**config.mk**
```make
export PLATFORM = sky130hd
export DESIGN_NAME = sac_conv_ctrl
export DESIGN_NICKNAME = d
export VERILOG_FILES = /design/src/verilog/sac_pkg.sv /design/src/verilog/sac_conv_ctrl.sv
export SDC_FILE = /design/constraint.sdc
export NUM_CORES = 1
export LEC_CHECK = 0
export ABC_AREA = 1
export ABC_CLOCK_PERIOD_IN_PS = 4350
export BUFFER_PORTS_ARGS = -buffer_cell sky130_fd_sc_hd__buf_2
export CORE_MARGIN = 2
export CORE_UTILIZATION = 45
export DETAILED_ROUTE_END_ITERATION = 10
export PLACE_DENSITY = 0.7
export REMOVE_ABC_BUFFERS = 1
export SLEW_MARGIN = 15
export SYNTH_ARGS = -nofsm -noshare
export SYNTH_HDL_FRONTEND = slang
export SYNTH_SLANG_ARGS = --single-unit
```
**constraint.sdc**
```tcl
create_clock -name clock -period 4.35 [get_ports clock]
set_input_delay 0 -clock clock [delete_from_list [all_inputs] [get_ports clock]]
set_output_delay 0 -clock clock [all_outputs]
set_load 0.05 [all_outputs]
```
**src/verilog/sac_pkg.sv**
```systemverilog
// constants and types for the conversion sequencer
`default_nettype none
package sac_pkg;

	// bus clock rate
	localparam int unsigned SAC_CLK_HZ = 20_000_000;

	// register byte offsets
	localparam logic [7:0] SAC_OFS_STATUS = 8'h00;
	localparam logic [7:0] SAC_OFS_CLOCK  = 8'h04;
	localparam logic [7:0] SAC_OFS_RES_HI = 8'h08;
	localparam logic [7:0] SAC_OFS_RES_LO = 8'h0C;

	// status/control field positions
	localparam int SAC_ST_CH_LSB = 0;
	localparam int SAC_ST_CONT   = 5;
	localparam int SAC_ST_IRQEN  = 6;
	localparam int SAC_ST_DONE   = 7;

	// clock configuration field positions
	localparam int SAC_CK_SEL     = 0;
	localparam int SAC_CK_TEN     = 1;
	localparam int SAC_CK_LONG    = 2;
	localparam int SAC_CK_DIV_LSB = 3;
	localparam int SAC_CK_ASYNC   = 5;
	localparam int SAC_CK_HW      = 6;

	// reset values
	localparam logic [4:0] SAC_CH_OFF      = 5'h1F;
	localparam logic [7:0] SAC_CLOCK_RST   = 8'h00;

	// conversion lengths in converter clocks
	localparam logic [5:0] SAC_FIRST_8S = 6'd18;
	localparam logic [5:0] SAC_FIRST_8L = 6'd38;
	localparam logic [5:0] SAC_FIRST_AS = 6'd21;
	localparam logic [5:0] SAC_FIRST_AL = 6'd41;
	localparam logic [5:0] SAC_NEXT_8S  = 6'd16;
	localparam logic [5:0] SAC_NEXT_8L  = 6'd36;
	localparam logic [5:0] SAC_NEXT_AS  = 6'd19;
	localparam logic [5:0] SAC_NEXT_AL  = 6'd39;

	// bus clocks of start synchronisation
	localparam logic [1:0] SAC_SYNC_BUS = 2'd3;

	// sample window in half converter clocks (3.5 and 23.5)
	localparam logic [6:0] SAC_SAMPLE_SHORT_HALF = 7'd7;
	localparam logic [6:0] SAC_SAMPLE_LONG_HALF  = 7'd47;

	// alternate source edges per bus clock
	localparam logic [2:0] SAC_ALT_EDGES = 3'd4;

	typedef enum logic [1:0] {SAC_IDLE, SAC_SYNC, SAC_CONV} sac_phase_t;

	typedef struct packed {
		logic        cyc;
		logic        stb;
		logic        we;
		logic [3:0]  sel;
		logic [7:0]  adr;
		logic [31:0] dat;
	} sac_wb_req_t;

	typedef struct packed {
		logic        ack;
		logic [31:0] dat;
	} sac_wb_rsp_t;

	typedef struct packed {
		sac_phase_t  phase;
		logic [4:0]  channel;
		logic        cont;
		logic        irq_en;
		logic        done;
		logic        irq;
		logic        clk_sel;
		logic        ten_bit;
		logic        long_smp;
		logic [1:0]  div;
		logic        async_en;
		logic        hw_sel;
		logic [1:0]  res_hi;
		logic [7:0]  res_lo;
		logic        hi_read;
		logic        first;
		logic [1:0]  sync_left;
		logic [5:0]  converter_clock_left;
		logic [3:0]  div_acc;
		logic [2:0]  trig;
		logic [2:0]  aclk;
		logic        ack;
		logic [7:0]  rdata;
	} sac_state_t;

endpackage : sac_pkg
`default_nettype wire

```
**src/verilog/sac_conv_ctrl.sv**
```systemverilog
// conversion sequencer of the 10-bit successive-approximation converter
// Contract
// - results in 10-bit or 8-bit resolution
// - software mode starts on status write
// - hardware mode starts on trigger event
// - continuous mode restarts after result transfer
// - continuous runs from first start until abort
// - completion loads results and sets done
// - interrupt raised if enabled at setting
// - high read pending blocks new result
// - blocked transfer starts another conversion unless aborted in the same cycle
// - status write aborts, restarts unless channel off or hardware mode selected
// - clock configuration write aborts conversion
// - stop without async clock aborts
// - abort keeps last completed results
// - reset returns results to reset values
// - abort or reset powers down immediately
// - 8-bit short: 18 first, 16 next
// - 8-bit long: 38 first, 36 next
// - 10-bit short: 21 first, 19 next
// - 10-bit long: 41 first, 39 next
// - async clock may add five microseconds
// - converter clock from selected divided source
// - sample window 3.5 or 23.5 clocks
// - divider by 1, 2, 4 or 8
// - both bits low picks alternate source
// - select high picks bus clock unless async clock enabled
// - done sets regardless of interrupt enable
`timescale 1ns/1ps
`default_nettype none
module sac_conv_ctrl (
	// clock and reset
	input  wire logic                 clock,
	input  wire logic                 rst_n,
	input  wire logic                 clk_en,
	// register bus
	input  wire sac_pkg::sac_wb_req_t wb_req,
	output var  sac_pkg::sac_wb_rsp_t wb_rsp,
	// converter side
	input  wire logic [9:0]           sar_code,
	input  wire logic                 hw_trigger_pin,
	input  wire logic                 async_clock_pin,
	input  wire logic                 stop_mode,
	output logic                      conv_powered,
	output logic                      sampling,
	output logic [4:0]                channel_sel,
	output logic                      irq_req
);
	import sac_pkg::*;

	// source edges per bus clock
	function automatic logic [2:0] sac_src_edges(
		input logic clk_sel,
		input logic async_en,
		input logic aclk_rise
	);
		logic [2:0] e;
		if (async_en) begin
			e = {2'b00, aclk_rise};
		end else if (clk_sel) begin
			e = 3'd1;
		end else begin
			e = SAC_ALT_EDGES;
		end
		return e;
	endfunction : sac_src_edges

	// conversion length per mode
	function automatic logic [5:0] sac_len(
		input logic ten_bit,
		input logic long_smp,
		input logic first
	);
		logic [5:0] l;
		unique case ({ten_bit, long_smp, first})
			3'b001:  l = SAC_FIRST_8S;
			3'b011:  l = SAC_FIRST_8L;
			3'b101:  l = SAC_FIRST_AS;
			3'b111:  l = SAC_FIRST_AL;
			3'b000:  l = SAC_NEXT_8S;
			3'b010:  l = SAC_NEXT_8L;
			3'b100:  l = SAC_NEXT_AS;
			default: l = SAC_NEXT_AL;
		endcase
		return l;
	endfunction : sac_len

	// round 10-bit code to 8 bits, saturating
	function automatic logic [7:0] sac_round8(input logic [9:0] c);
		logic [10:0] r;
		r = {1'b0, c} + 11'd2;
		return r[10] ? 8'hFF : r[9:2];
	endfunction : sac_round8

	// begin a conversion with start synchronisation
	function automatic sac_state_t sac_start(input sac_state_t x);
		sac_state_t y;
		y = x;
		y.phase = SAC_SYNC;
		y.sync_left = SAC_SYNC_BUS;
		y.first = 1'b1;
		y.div_acc = '0;
		return y;
	endfunction : sac_start

	sac_state_t  s;
	sac_state_t  n;
	logic        req;
	logic        access;
	logic        wr_status;
	logic        wr_clock;
	logic        rd_hi;
	logic        rd_lo;
	logic        stop_abort;
	logic        abort_now;
	logic        trig_rise;
	logic        aclk_rise;
	logic [3:0]  tot;
	logic [3:0]  converter_clock;
	logic        complete;
	logic        blocked;
	logic        done_set;
	logic [5:0]  cur_len;
	logic [6:0]  elapsed_half;
	logic [7:0]  wbyte;
	logic [7:0]  rd_mux;

	// bus decode; effects land on the acknowledged edge
	assign req    = wb_req.cyc && wb_req.stb;
	assign access = req && s.ack;
	assign wbyte  = wb_req.dat[7:0];
	assign wr_status = access && wb_req.we && wb_req.sel[0]
		&& (wb_req.adr == SAC_OFS_STATUS);
	assign wr_clock  = access && wb_req.we && wb_req.sel[0]
		&& (wb_req.adr == SAC_OFS_CLOCK);
	assign rd_hi = access && !wb_req.we
		&& (wb_req.adr == SAC_OFS_RES_HI);
	assign rd_lo = access && !wb_req.we
		&& (wb_req.adr == SAC_OFS_RES_LO);

	assign stop_abort = stop_mode && !s.async_en;
	assign abort_now  = wr_status || wr_clock || stop_abort;

	// synchronised pin edges
	assign trig_rise = s.trig[1] && !s.trig[2];
	assign aclk_rise = s.aclk[1] && !s.aclk[2];

	assign cur_len = sac_len(s.ten_bit, s.long_smp, s.first);
	assign elapsed_half = {cur_len - s.converter_clock_left, 1'b0};

	always_comb begin
		unique case (wb_req.adr)
			SAC_OFS_STATUS: rd_mux = {s.done, s.irq_en, s.cont, s.channel};
			SAC_OFS_CLOCK:  rd_mux = {1'b0, s.hw_sel, s.async_en, s.div,
				s.long_smp, s.ten_bit, s.clk_sel};
			SAC_OFS_RES_HI: rd_mux = {6'h00, s.res_hi};
			SAC_OFS_RES_LO: rd_mux = s.res_lo;
			default:        rd_mux = 8'h00;
		endcase
	end

	always_comb begin
		n = s;
		complete = 1'b0;
		blocked = 1'b0;
		done_set = 1'b0;
		n.ack = req && !s.ack;
		n.trig = {s.trig[1:0], hw_trigger_pin};
		n.aclk = {s.aclk[1:0], async_clock_pin};
		if (n.ack) begin
			n.rdata = rd_mux;
		end
		tot = s.div_acc + {1'b0, sac_src_edges(s.clk_sel, s.async_en,
			aclk_rise)};
		// divide by 1, 2, 4 or 8
		converter_clock = tot >> s.div;
		n.div_acc = tot & ~(4'hF << s.div);
		unique case (s.phase)
			SAC_IDLE: begin
				n.div_acc = '0;
			end
			SAC_SYNC: begin
				if (s.sync_left == 2'd1) begin
					n.phase = SAC_CONV;
					n.converter_clock_left = sac_len(s.ten_bit, s.long_smp, 1'b1);
				end else begin
					n.sync_left = s.sync_left - 2'd1;
				end
			end
			SAC_CONV: begin
				if (s.converter_clock_left <= {2'b00, converter_clock}) begin
					complete = 1'b1;
				end else begin
					n.converter_clock_left = s.converter_clock_left - {2'b00, converter_clock};
				end
			end
		endcase
		if (complete) begin
			// block while high byte read pending
			blocked = s.hi_read;
			if (blocked) begin
				n = sac_start(n);
			end else begin
				done_set = 1'b1;
				n.res_hi = s.ten_bit ? sar_code[9:8] : 2'b00;
				n.res_lo = s.ten_bit ? sar_code[7:0] : sac_round8(sar_code);
				n.done = 1'b1;
				if (s.irq_en) begin
					n.irq = 1'b1;
				end
				if (s.cont) begin
					n.phase = SAC_CONV;
					n.first = 1'b0;
					n.converter_clock_left = sac_len(s.ten_bit, s.long_smp, 1'b0);
				end else begin
					n.phase = SAC_IDLE;
				end
			end
		end
		if (s.hw_sel && trig_rise && s.channel != SAC_CH_OFF
			&& s.phase == SAC_IDLE) begin
			n = sac_start(n);
		end
		if (wr_clock) begin
			n.clk_sel = wbyte[SAC_CK_SEL];
			n.ten_bit = wbyte[SAC_CK_TEN];
			n.long_smp = wbyte[SAC_CK_LONG];
			n.div = wbyte[SAC_CK_DIV_LSB+:2];
			n.async_en = wbyte[SAC_CK_ASYNC];
			n.hw_sel = wbyte[SAC_CK_HW];
			n.phase = SAC_IDLE;
		end
		if (wr_status) begin
			n.channel = wbyte[SAC_ST_CH_LSB+:5];
			n.cont = wbyte[SAC_ST_CONT];
			n.irq_en = wbyte[SAC_ST_IRQEN];
			// write clears done, a set wins
			n.done = done_set;
			n.irq = done_set && s.irq_en;
			if (wbyte[SAC_ST_CH_LSB+:5] != SAC_CH_OFF && !s.hw_sel) begin
				n = sac_start(n);
			end else begin
				n.phase = SAC_IDLE;
			end
		end
		if (stop_abort) begin
			n.phase = SAC_IDLE;
		end
		// low read releases, high read in 10-bit mode arms
		if (rd_lo) begin
			n.hi_read = 1'b0;
		end else if (rd_hi && s.ten_bit) begin
			n.hi_read = 1'b1;
		end
	end

	always_ff @(posedge clock or negedge rst_n) begin
		if (!rst_n) begin
			s <= '0;
			s.channel <= SAC_CH_OFF;
		end else if (clk_en) begin
			s <= n;
		end
	end

	// power drops with the abort itself
	assign conv_powered = (s.phase != SAC_IDLE) && !abort_now;
	assign sampling = conv_powered && (s.phase == SAC_CONV)
		&& (elapsed_half < (s.long_smp ? SAC_SAMPLE_LONG_HALF
		: SAC_SAMPLE_SHORT_HALF));
	assign channel_sel = s.channel;
	assign irq_req = s.irq;
	assign wb_rsp.ack = s.ack;
	assign wb_rsp.dat = {24'h000000, s.rdata};
endmodule : sac_conv_ctrl
`default_nettype wire

```
# Word level (Yosys, flattened, before mapping)

Index checks and enable logic that the tools add are counted.

Add/sub/neg operators: 5
Multiply operators: 0
Div/mod/pow operators: 0
$lt $le $gt $ge: 2
Eq/ne operators: 17
Shift-type cells: 2
Muxes and demuxes: 44
Bitwise logic cells: 2
Reductions and logical operators: 39

Operator list:

| operator                | count |
|---|---|
| $mux W57                | 3 |
| $pmux W6 S7             | 1 |
| $pmux W8 S4             | 1 |
| $mux W6                 | 5 |
| $mux W28                | 1 |
| $mux W8                 | 3 |
| $pmux W6 S4             | 1 |
| $logic_and A1 B1 Y1     | 22 |
| $mux W2                 | 11 |
| $mux W19                | 1 |
| $pmux W6 S3             | 1 |
| $eq A8 B4 Y1 const B    | 2 |
| $pmux W6 S2             | 1 |
| $reduce_bool A6 Y1      | 2 |
| $add A10 B2 Y11 const B | 1 |
| $mux W1                 | 10 |
| $mux W10                | 1 |
| $ne A5 B5 Y1 const B    | 2 |
| $eq A3 B3 Y1 const B    | 3 |
| $eq A8 B3 Y1 const B    | 1 |
| $logic_not A8 Y1        | 1 |
| $logic_not A1 Y1        | 7 |
| $lt A7 B6 Y1            | 1 |
| $mux W7                 | 1 |
| other kinds (20)        | 28 |

Flip-flop bits (word level): 57
Bits in latches: 0
Memory bits (writable): 0
ROM bits: 0
Bits of input ports: 63
Output and inout port bits: 41
Logic and storage cells: 134
Memories: 0

# Longest topological paths before layout

Depth in word-level cells: 16
Gate-level depth with buffers: 22
Depth with buffers taken out: 22

# Worst setup path before layout

No wires, ideal clock.

Kind: register -> register
From: reg s[40] (netlist name)
To: reg s[29] (netlist name)
Setup time: 120 ps
Arrival time: 2,709 ps
Data required time: 4,230 ps
Path slack: 1,521 ps
Cell stages (with the launch flop): 19
Buffers on the path: 0
Clock period less this slack: 2,829 ps
Path through: dfrtp_1 nor2_1 ha_1 inv_1 o31ai_1 inv_1 nand2_1 o21ai_0 or2_2 ha_1 nand2_2 nor2_1 nand2_2 a21oi_4 nand2_4 nor2_8 nand2_2 nor2_1 nor2_1

Longest elaborated chain between the ends: 9

RTL lines:

| element                | line                 | text |
|---|---|---|
| start, declared        | sac_conv_ctrl.sv:106 | `sac_state_t s;` |
| start signal, assigned | sac_conv_ctrl.sv:262 | `s <= n;` |
| $mux W3                | sac_conv_ctrl.sv:58  | `if (async_en) begin` |
| $add A4 B3 Y4          | sac_conv_ctrl.sv:173 | `tot = s.div_acc + {1'b0, sac_src_edges(s.clk_sel, s.async_en,` |
| $shr A4 B2 Y4          | sac_conv_ctrl.sv:176 | `converter_clock = tot >> s.div;` |
| $le A6 B4 Y1           | sac_conv_ctrl.sv:191 | `if (s.converter_clock_left <= {2'b00, converter_clock}) begin` |
| $mux W1                | sac_conv_ctrl.sv:191 |  |
| $mux W1                | sac_conv_ctrl.sv:178 | `unique case (s.phase)` |
| $mux W57               | sac_conv_ctrl.sv:198 | `if (complete) begin` |
| $mux W57               | sac_conv_ctrl.sv:220 | `if (s.hw_sel && trig_rise && s.channel != SAC_CH_OFF` |
| $mux W57               | sac_conv_ctrl.sv:233 | `if (wr_status) begin` |

Every way passes these cells.
A chain may end at the register's enable or synchronous reset.

# Worst setup path after layout

From: reg s[40] (netlist name)
To: reg s[26] (netlist name)

Longest elaborated chain between the ends: 10

RTL lines:

| element           | line                 | text |
|---|---|---|
| $mux W3 (*)       | sac_conv_ctrl.sv:58  |  |
| $add A4 B3 Y4 (*) | sac_conv_ctrl.sv:173 |  |
| $shr A4 B2 Y4 (*) | sac_conv_ctrl.sv:176 |  |
| $le A6 B4 Y1 (*)  | sac_conv_ctrl.sv:191 |  |
| $mux W1 (*)       | sac_conv_ctrl.sv:191 |  |
| $mux W1 (*)       | sac_conv_ctrl.sv:178 |  |
| $mux W57 (*)      | sac_conv_ctrl.sv:198 |  |
| $mux W57 (*)      | sac_conv_ctrl.sv:220 |  |
| $mux W28          | sac_conv_ctrl.sv:240 | `if (wbyte[SAC_ST_CH_LSB+:5] != SAC_CH_OFF && !s.hw_sel) begin` |
| $mux W57 (*)      | sac_conv_ctrl.sv:233 |  |

Every way passes the cells marked *; elsewhere a longest branch is shown, timed or not.

==> flow_metrics.env <==
export IMPL_stdcell_area_um2=4763
export IMPL_ys_types=42
export IMPL_grtUsageTotal_pct=20.49
export IMPL_drc_errors=0
export IMPL_ctsLongestPathBuffers=2
export IMPL_cts_inserted_buffers=5
export IMPL_leakage_nw=2.477
export IMPL_cts_tree="done"
export IMPL_antenna_found_initial=0
export IMPL_portBuffers=51
export IMPL_grt_max_degree=57
export IMPL_ys_flop_type="dfrtp_1"
export IMPL_tightest_slew_ns=0.7224
export IMPL_core_area_um2=9328
export IMPL_cap_violations=0
export IMPL_cp_max_fo=8
export IMPL_syn_inst=601
export IMPL_setup_violations=0
export IMPL_die_w_um=102.4
export IMPL_seq_power_share_pct=40.2
export IMPL_hold_ws_ns=0.01988
export IMPL_cp_end_kind="flip-flop"
export IMPL_ir_worst_vdd_mv=0.1522
export IMPL_die_y_um=102.4
export IMPL_criticalPathCategory="flip-flop to flip-flop"
export IMPL_clkLatencyLatePin_ns=0.33
export IMPL_ctsHoldBuffers=16
export IMPL_max_stage_delay_ns=0.47
export IMPL_ys_seq_area_share_pct=32.28
export IMPL_slowest_stage="dfrtp_1"
export IMPL_grt_pass1_wl_um=17100
export IMPL_critPathRequiredTime_ns=4.58
export IMPL_yosys_warnings=0
export IMPL_num_antenna_cells=0
export IMPL_first_pass_iters=4
export IMPL_wl_um=10290
export IMPL_cp_top_family="adder cells"
export IMPL_finalPower_mw=1.524
export IMPL_clockRootBuffer="clkbuf_8"
export IMPL_hold_violations=0
export IMPL_clkPwrFrac_pct=21.0
export IMPL_critPathArrivalTime_ns=3.52
export IMPL_synth_area_per_cell_um2=7.255
export IMPL_crit_chain="nor2_1 > a21oi_1 > ha_1 > ha_1 > xor2_1 > o21ai_0 > o21ai_0 > ha_1 > fa_1 > inv_1 > nand3_2 > nand2_4 > nand2_4 > nand2_4 > nor2_2 > nor2_4 > nand3_1 > nand2_1 > inv_1"
export IMPL_status="finished, final reports clean"
export IMPL_rsz0062_at_grt="no"
export IMPL_slew_violations=0
export IMPL_num_vias=3816
export IMPL_gp_congestion=0.9139
export IMPL_ys_ff_latch=56
export IMPL_clk_pin_slew_ns=0.12
export IMPL_maxSlewHeadroom_pct=51.84
export IMPL_grt_pass1_vias=3687
export IMPL_startpoint="s[40]"
export IMPL_async_reset_ff_share_pct=100.0
export IMPL_swShare_pct=41.08
export IMPL_max_freq_ghz=0.3037
export IMPL_htree_levels=2
export IMPL_synth_edff_count=0
export IMPL_power_frac_comb_pct=38.9
export IMPL_start_util_pct=46.75
export IMPL_fin_crit_sh_pct=75.70
export IMPL_post_drt_via_cell_ratio=4.924
export IMPL_ctsResizeCount=0
export IMPL_nets=733
export IMPL_die_area_um2=10490
export IMPL_cp_start_kind="flip-flop"
export IMPL_placed_cells=751
export IMPL_ant_nets=0
export IMPL_clock_sinks=56
export IMPL_hp_start="wb_req[34]"
export IMPL_drt_initial_drc_count=178
export IMPL_postCtsSetupRepairBufs=0
export IMPL_gr_total_overflow=0
export IMPL_num_rows=35
export IMPL_internal_power_mw=0.8980
export IMPL_fin_crit_ns=3.293
export IMPL_final_cells=775
export IMPL_pin_count=104
export IMPL_p_sw_mw=0.6260
export IMPL_min_path_type="primary input to flip-flop"
export IMPL_syn_cell_area_um2=4360
export IMPL_p_per_area_nw_per_um2=319.9
export IMPL_reg2reg_from="s[40]"
export IMPL_hpwl_um=8070
export IMPL_finClkSkew_ns=0.01591
export IMPL_setup_tns_ns=0
export IMPL_drive_gt1_share_pct=16.25
export IMPL_routedWlPerCell_um=13.28
export IMPL_dpl_cell_area_um2=4501
export IMPL_critical_path_buf_inv_count=2
export IMPL_area_delta_synth_final_pct=9.240
[through the flow]
| stage | utilization, % | setup WS, ns |
|---|---|---|
| floorplan | - | 1.521 |
| global placement | 48.25 | 1.159 |
| detailed placement | 48.25 | 1.089 |
| CTS | 51.07 | 1.050 |
| global route | 51.07 | 0.7046 |
| finish | 51.07 | 1.057 |
[layout make-up]
type,count,area [µm²]
Tap cell,129,161.4
Multi-Input combinational cell,430,2349
Fill cell,933,4564
Clock buffer,5,68.82
Timing Repair Buffer,68,422.9
Sequential cell,56,1408
Clock inverter,3,33.78
Inverter,84,320.3
[logic make-up after synthesis]
| group | after synthesis | synth area share [%] |
|---|---|---|
| muxes | 2 | 0.5165 |
| xor gates and xnor gates | 14 | 2.812 |
| adders and majority gates | 25 | 7.346 |
| and+or+nand+nor | 262 | 28.06 |
| buffers and inverters | 138 | 15.84 |
| AOI/OAI and AO/OA | 103 | 13.06 |
| other | 1 | 0.08600 |
| DFF | 56 | 32.28 |
[registers in the layout, summed over array words and instances, names as in the netlist]
register	flops
s	41
wb_rsp	9
channel_sel	5
irq_req	1
[power groups by stage]
stage                     combinational (mW)  sequential (mW)  clock, mW
after floorplan                        0.450            0.611          0
after global placement                 0.557            0.620          0
after detailed placement               0.582            0.622          0
after CTS                              0.596            0.612      0.329
after global routing                   0.667            0.619      0.344
final                                  0.592            0.612      0.319
[worst register-to-register path, delay by kind of cell, from the launching register on]
kind / cells / cell delay (ns)
AOI/OAI and AO/OA: 3 / 0.36
and+or+nand+nor: 9 / 1.04
buffers and inverters: 2 / 0.14
xor gates and xnor gates: 1 / 0.15
DFF: 1 / 0.47
adders and majority gates: 4 / 1.05
[layout by cell type, fill, tap and decap left out, types with 9 or more instances in the layout]
cell,count
buf_2,51
nor2_1,43
a21oi_1,20
nand3_1,29
inv_1,77
o21ai_1,12
conb_1,24
xor2_1,10
dfrtp_1,51
dlygate4sd3_1,16
o21ai_0,51
nand4_1,9
nand2_1,144
ha_1,24
[cells in the mapped netlist, types with 3 or more instances]
master	count	share of area [%]
inv_2	6	0.52
nand2_2	5	0.72
buf_2	8	0.92
nor2_2	4	0.57
dfrtp_1	51	29
xnor2_1	4	0.80
o21ai_0	51	5.9
nor2_4	5	1.3
nand2_4	7	1.8
nand4_1	9	1.3
nand3_1	29	3.3
nor2_1	43	3.7
or2_2	3	0.43
o21ai_1	12	1.4
dfstp_2	5	3.0
nor3_1	5	0.57
inv_1	77	6.6
clkbuf_1	6	0.52
xor2_1	10	2.0
nand2_1	144	12
a21oi_1	20	2.3
ha_1	24	6.9
o211ai_1	8	1.4
o22ai_1	5	0.72
buf_4	38	6.5
[layer usage]
layer | global-route usage, % | part of all wire, %
met5 | 0 | 0
met4 | 3.590 | 1.0
met3 | 2.326 | 3.0
met2 | 37.71 | 52
met1 | 26.10 | 44
[path summary, 6_finish.rpt]
path	depth (start not counted)	slack [ns]	end
worst max-delay path	19	1.06	s[26]
min in group asynchronous	3	0.33	s[22]
worst min-delay path	4	0.02	s[28]
max in group asynchronous	3	3.52	s[38]
worst min register to register	2	0.48	wb_rsp[1]
worst max register to register	19	1.06	s[26]
(Power assumes the default switching activity.)
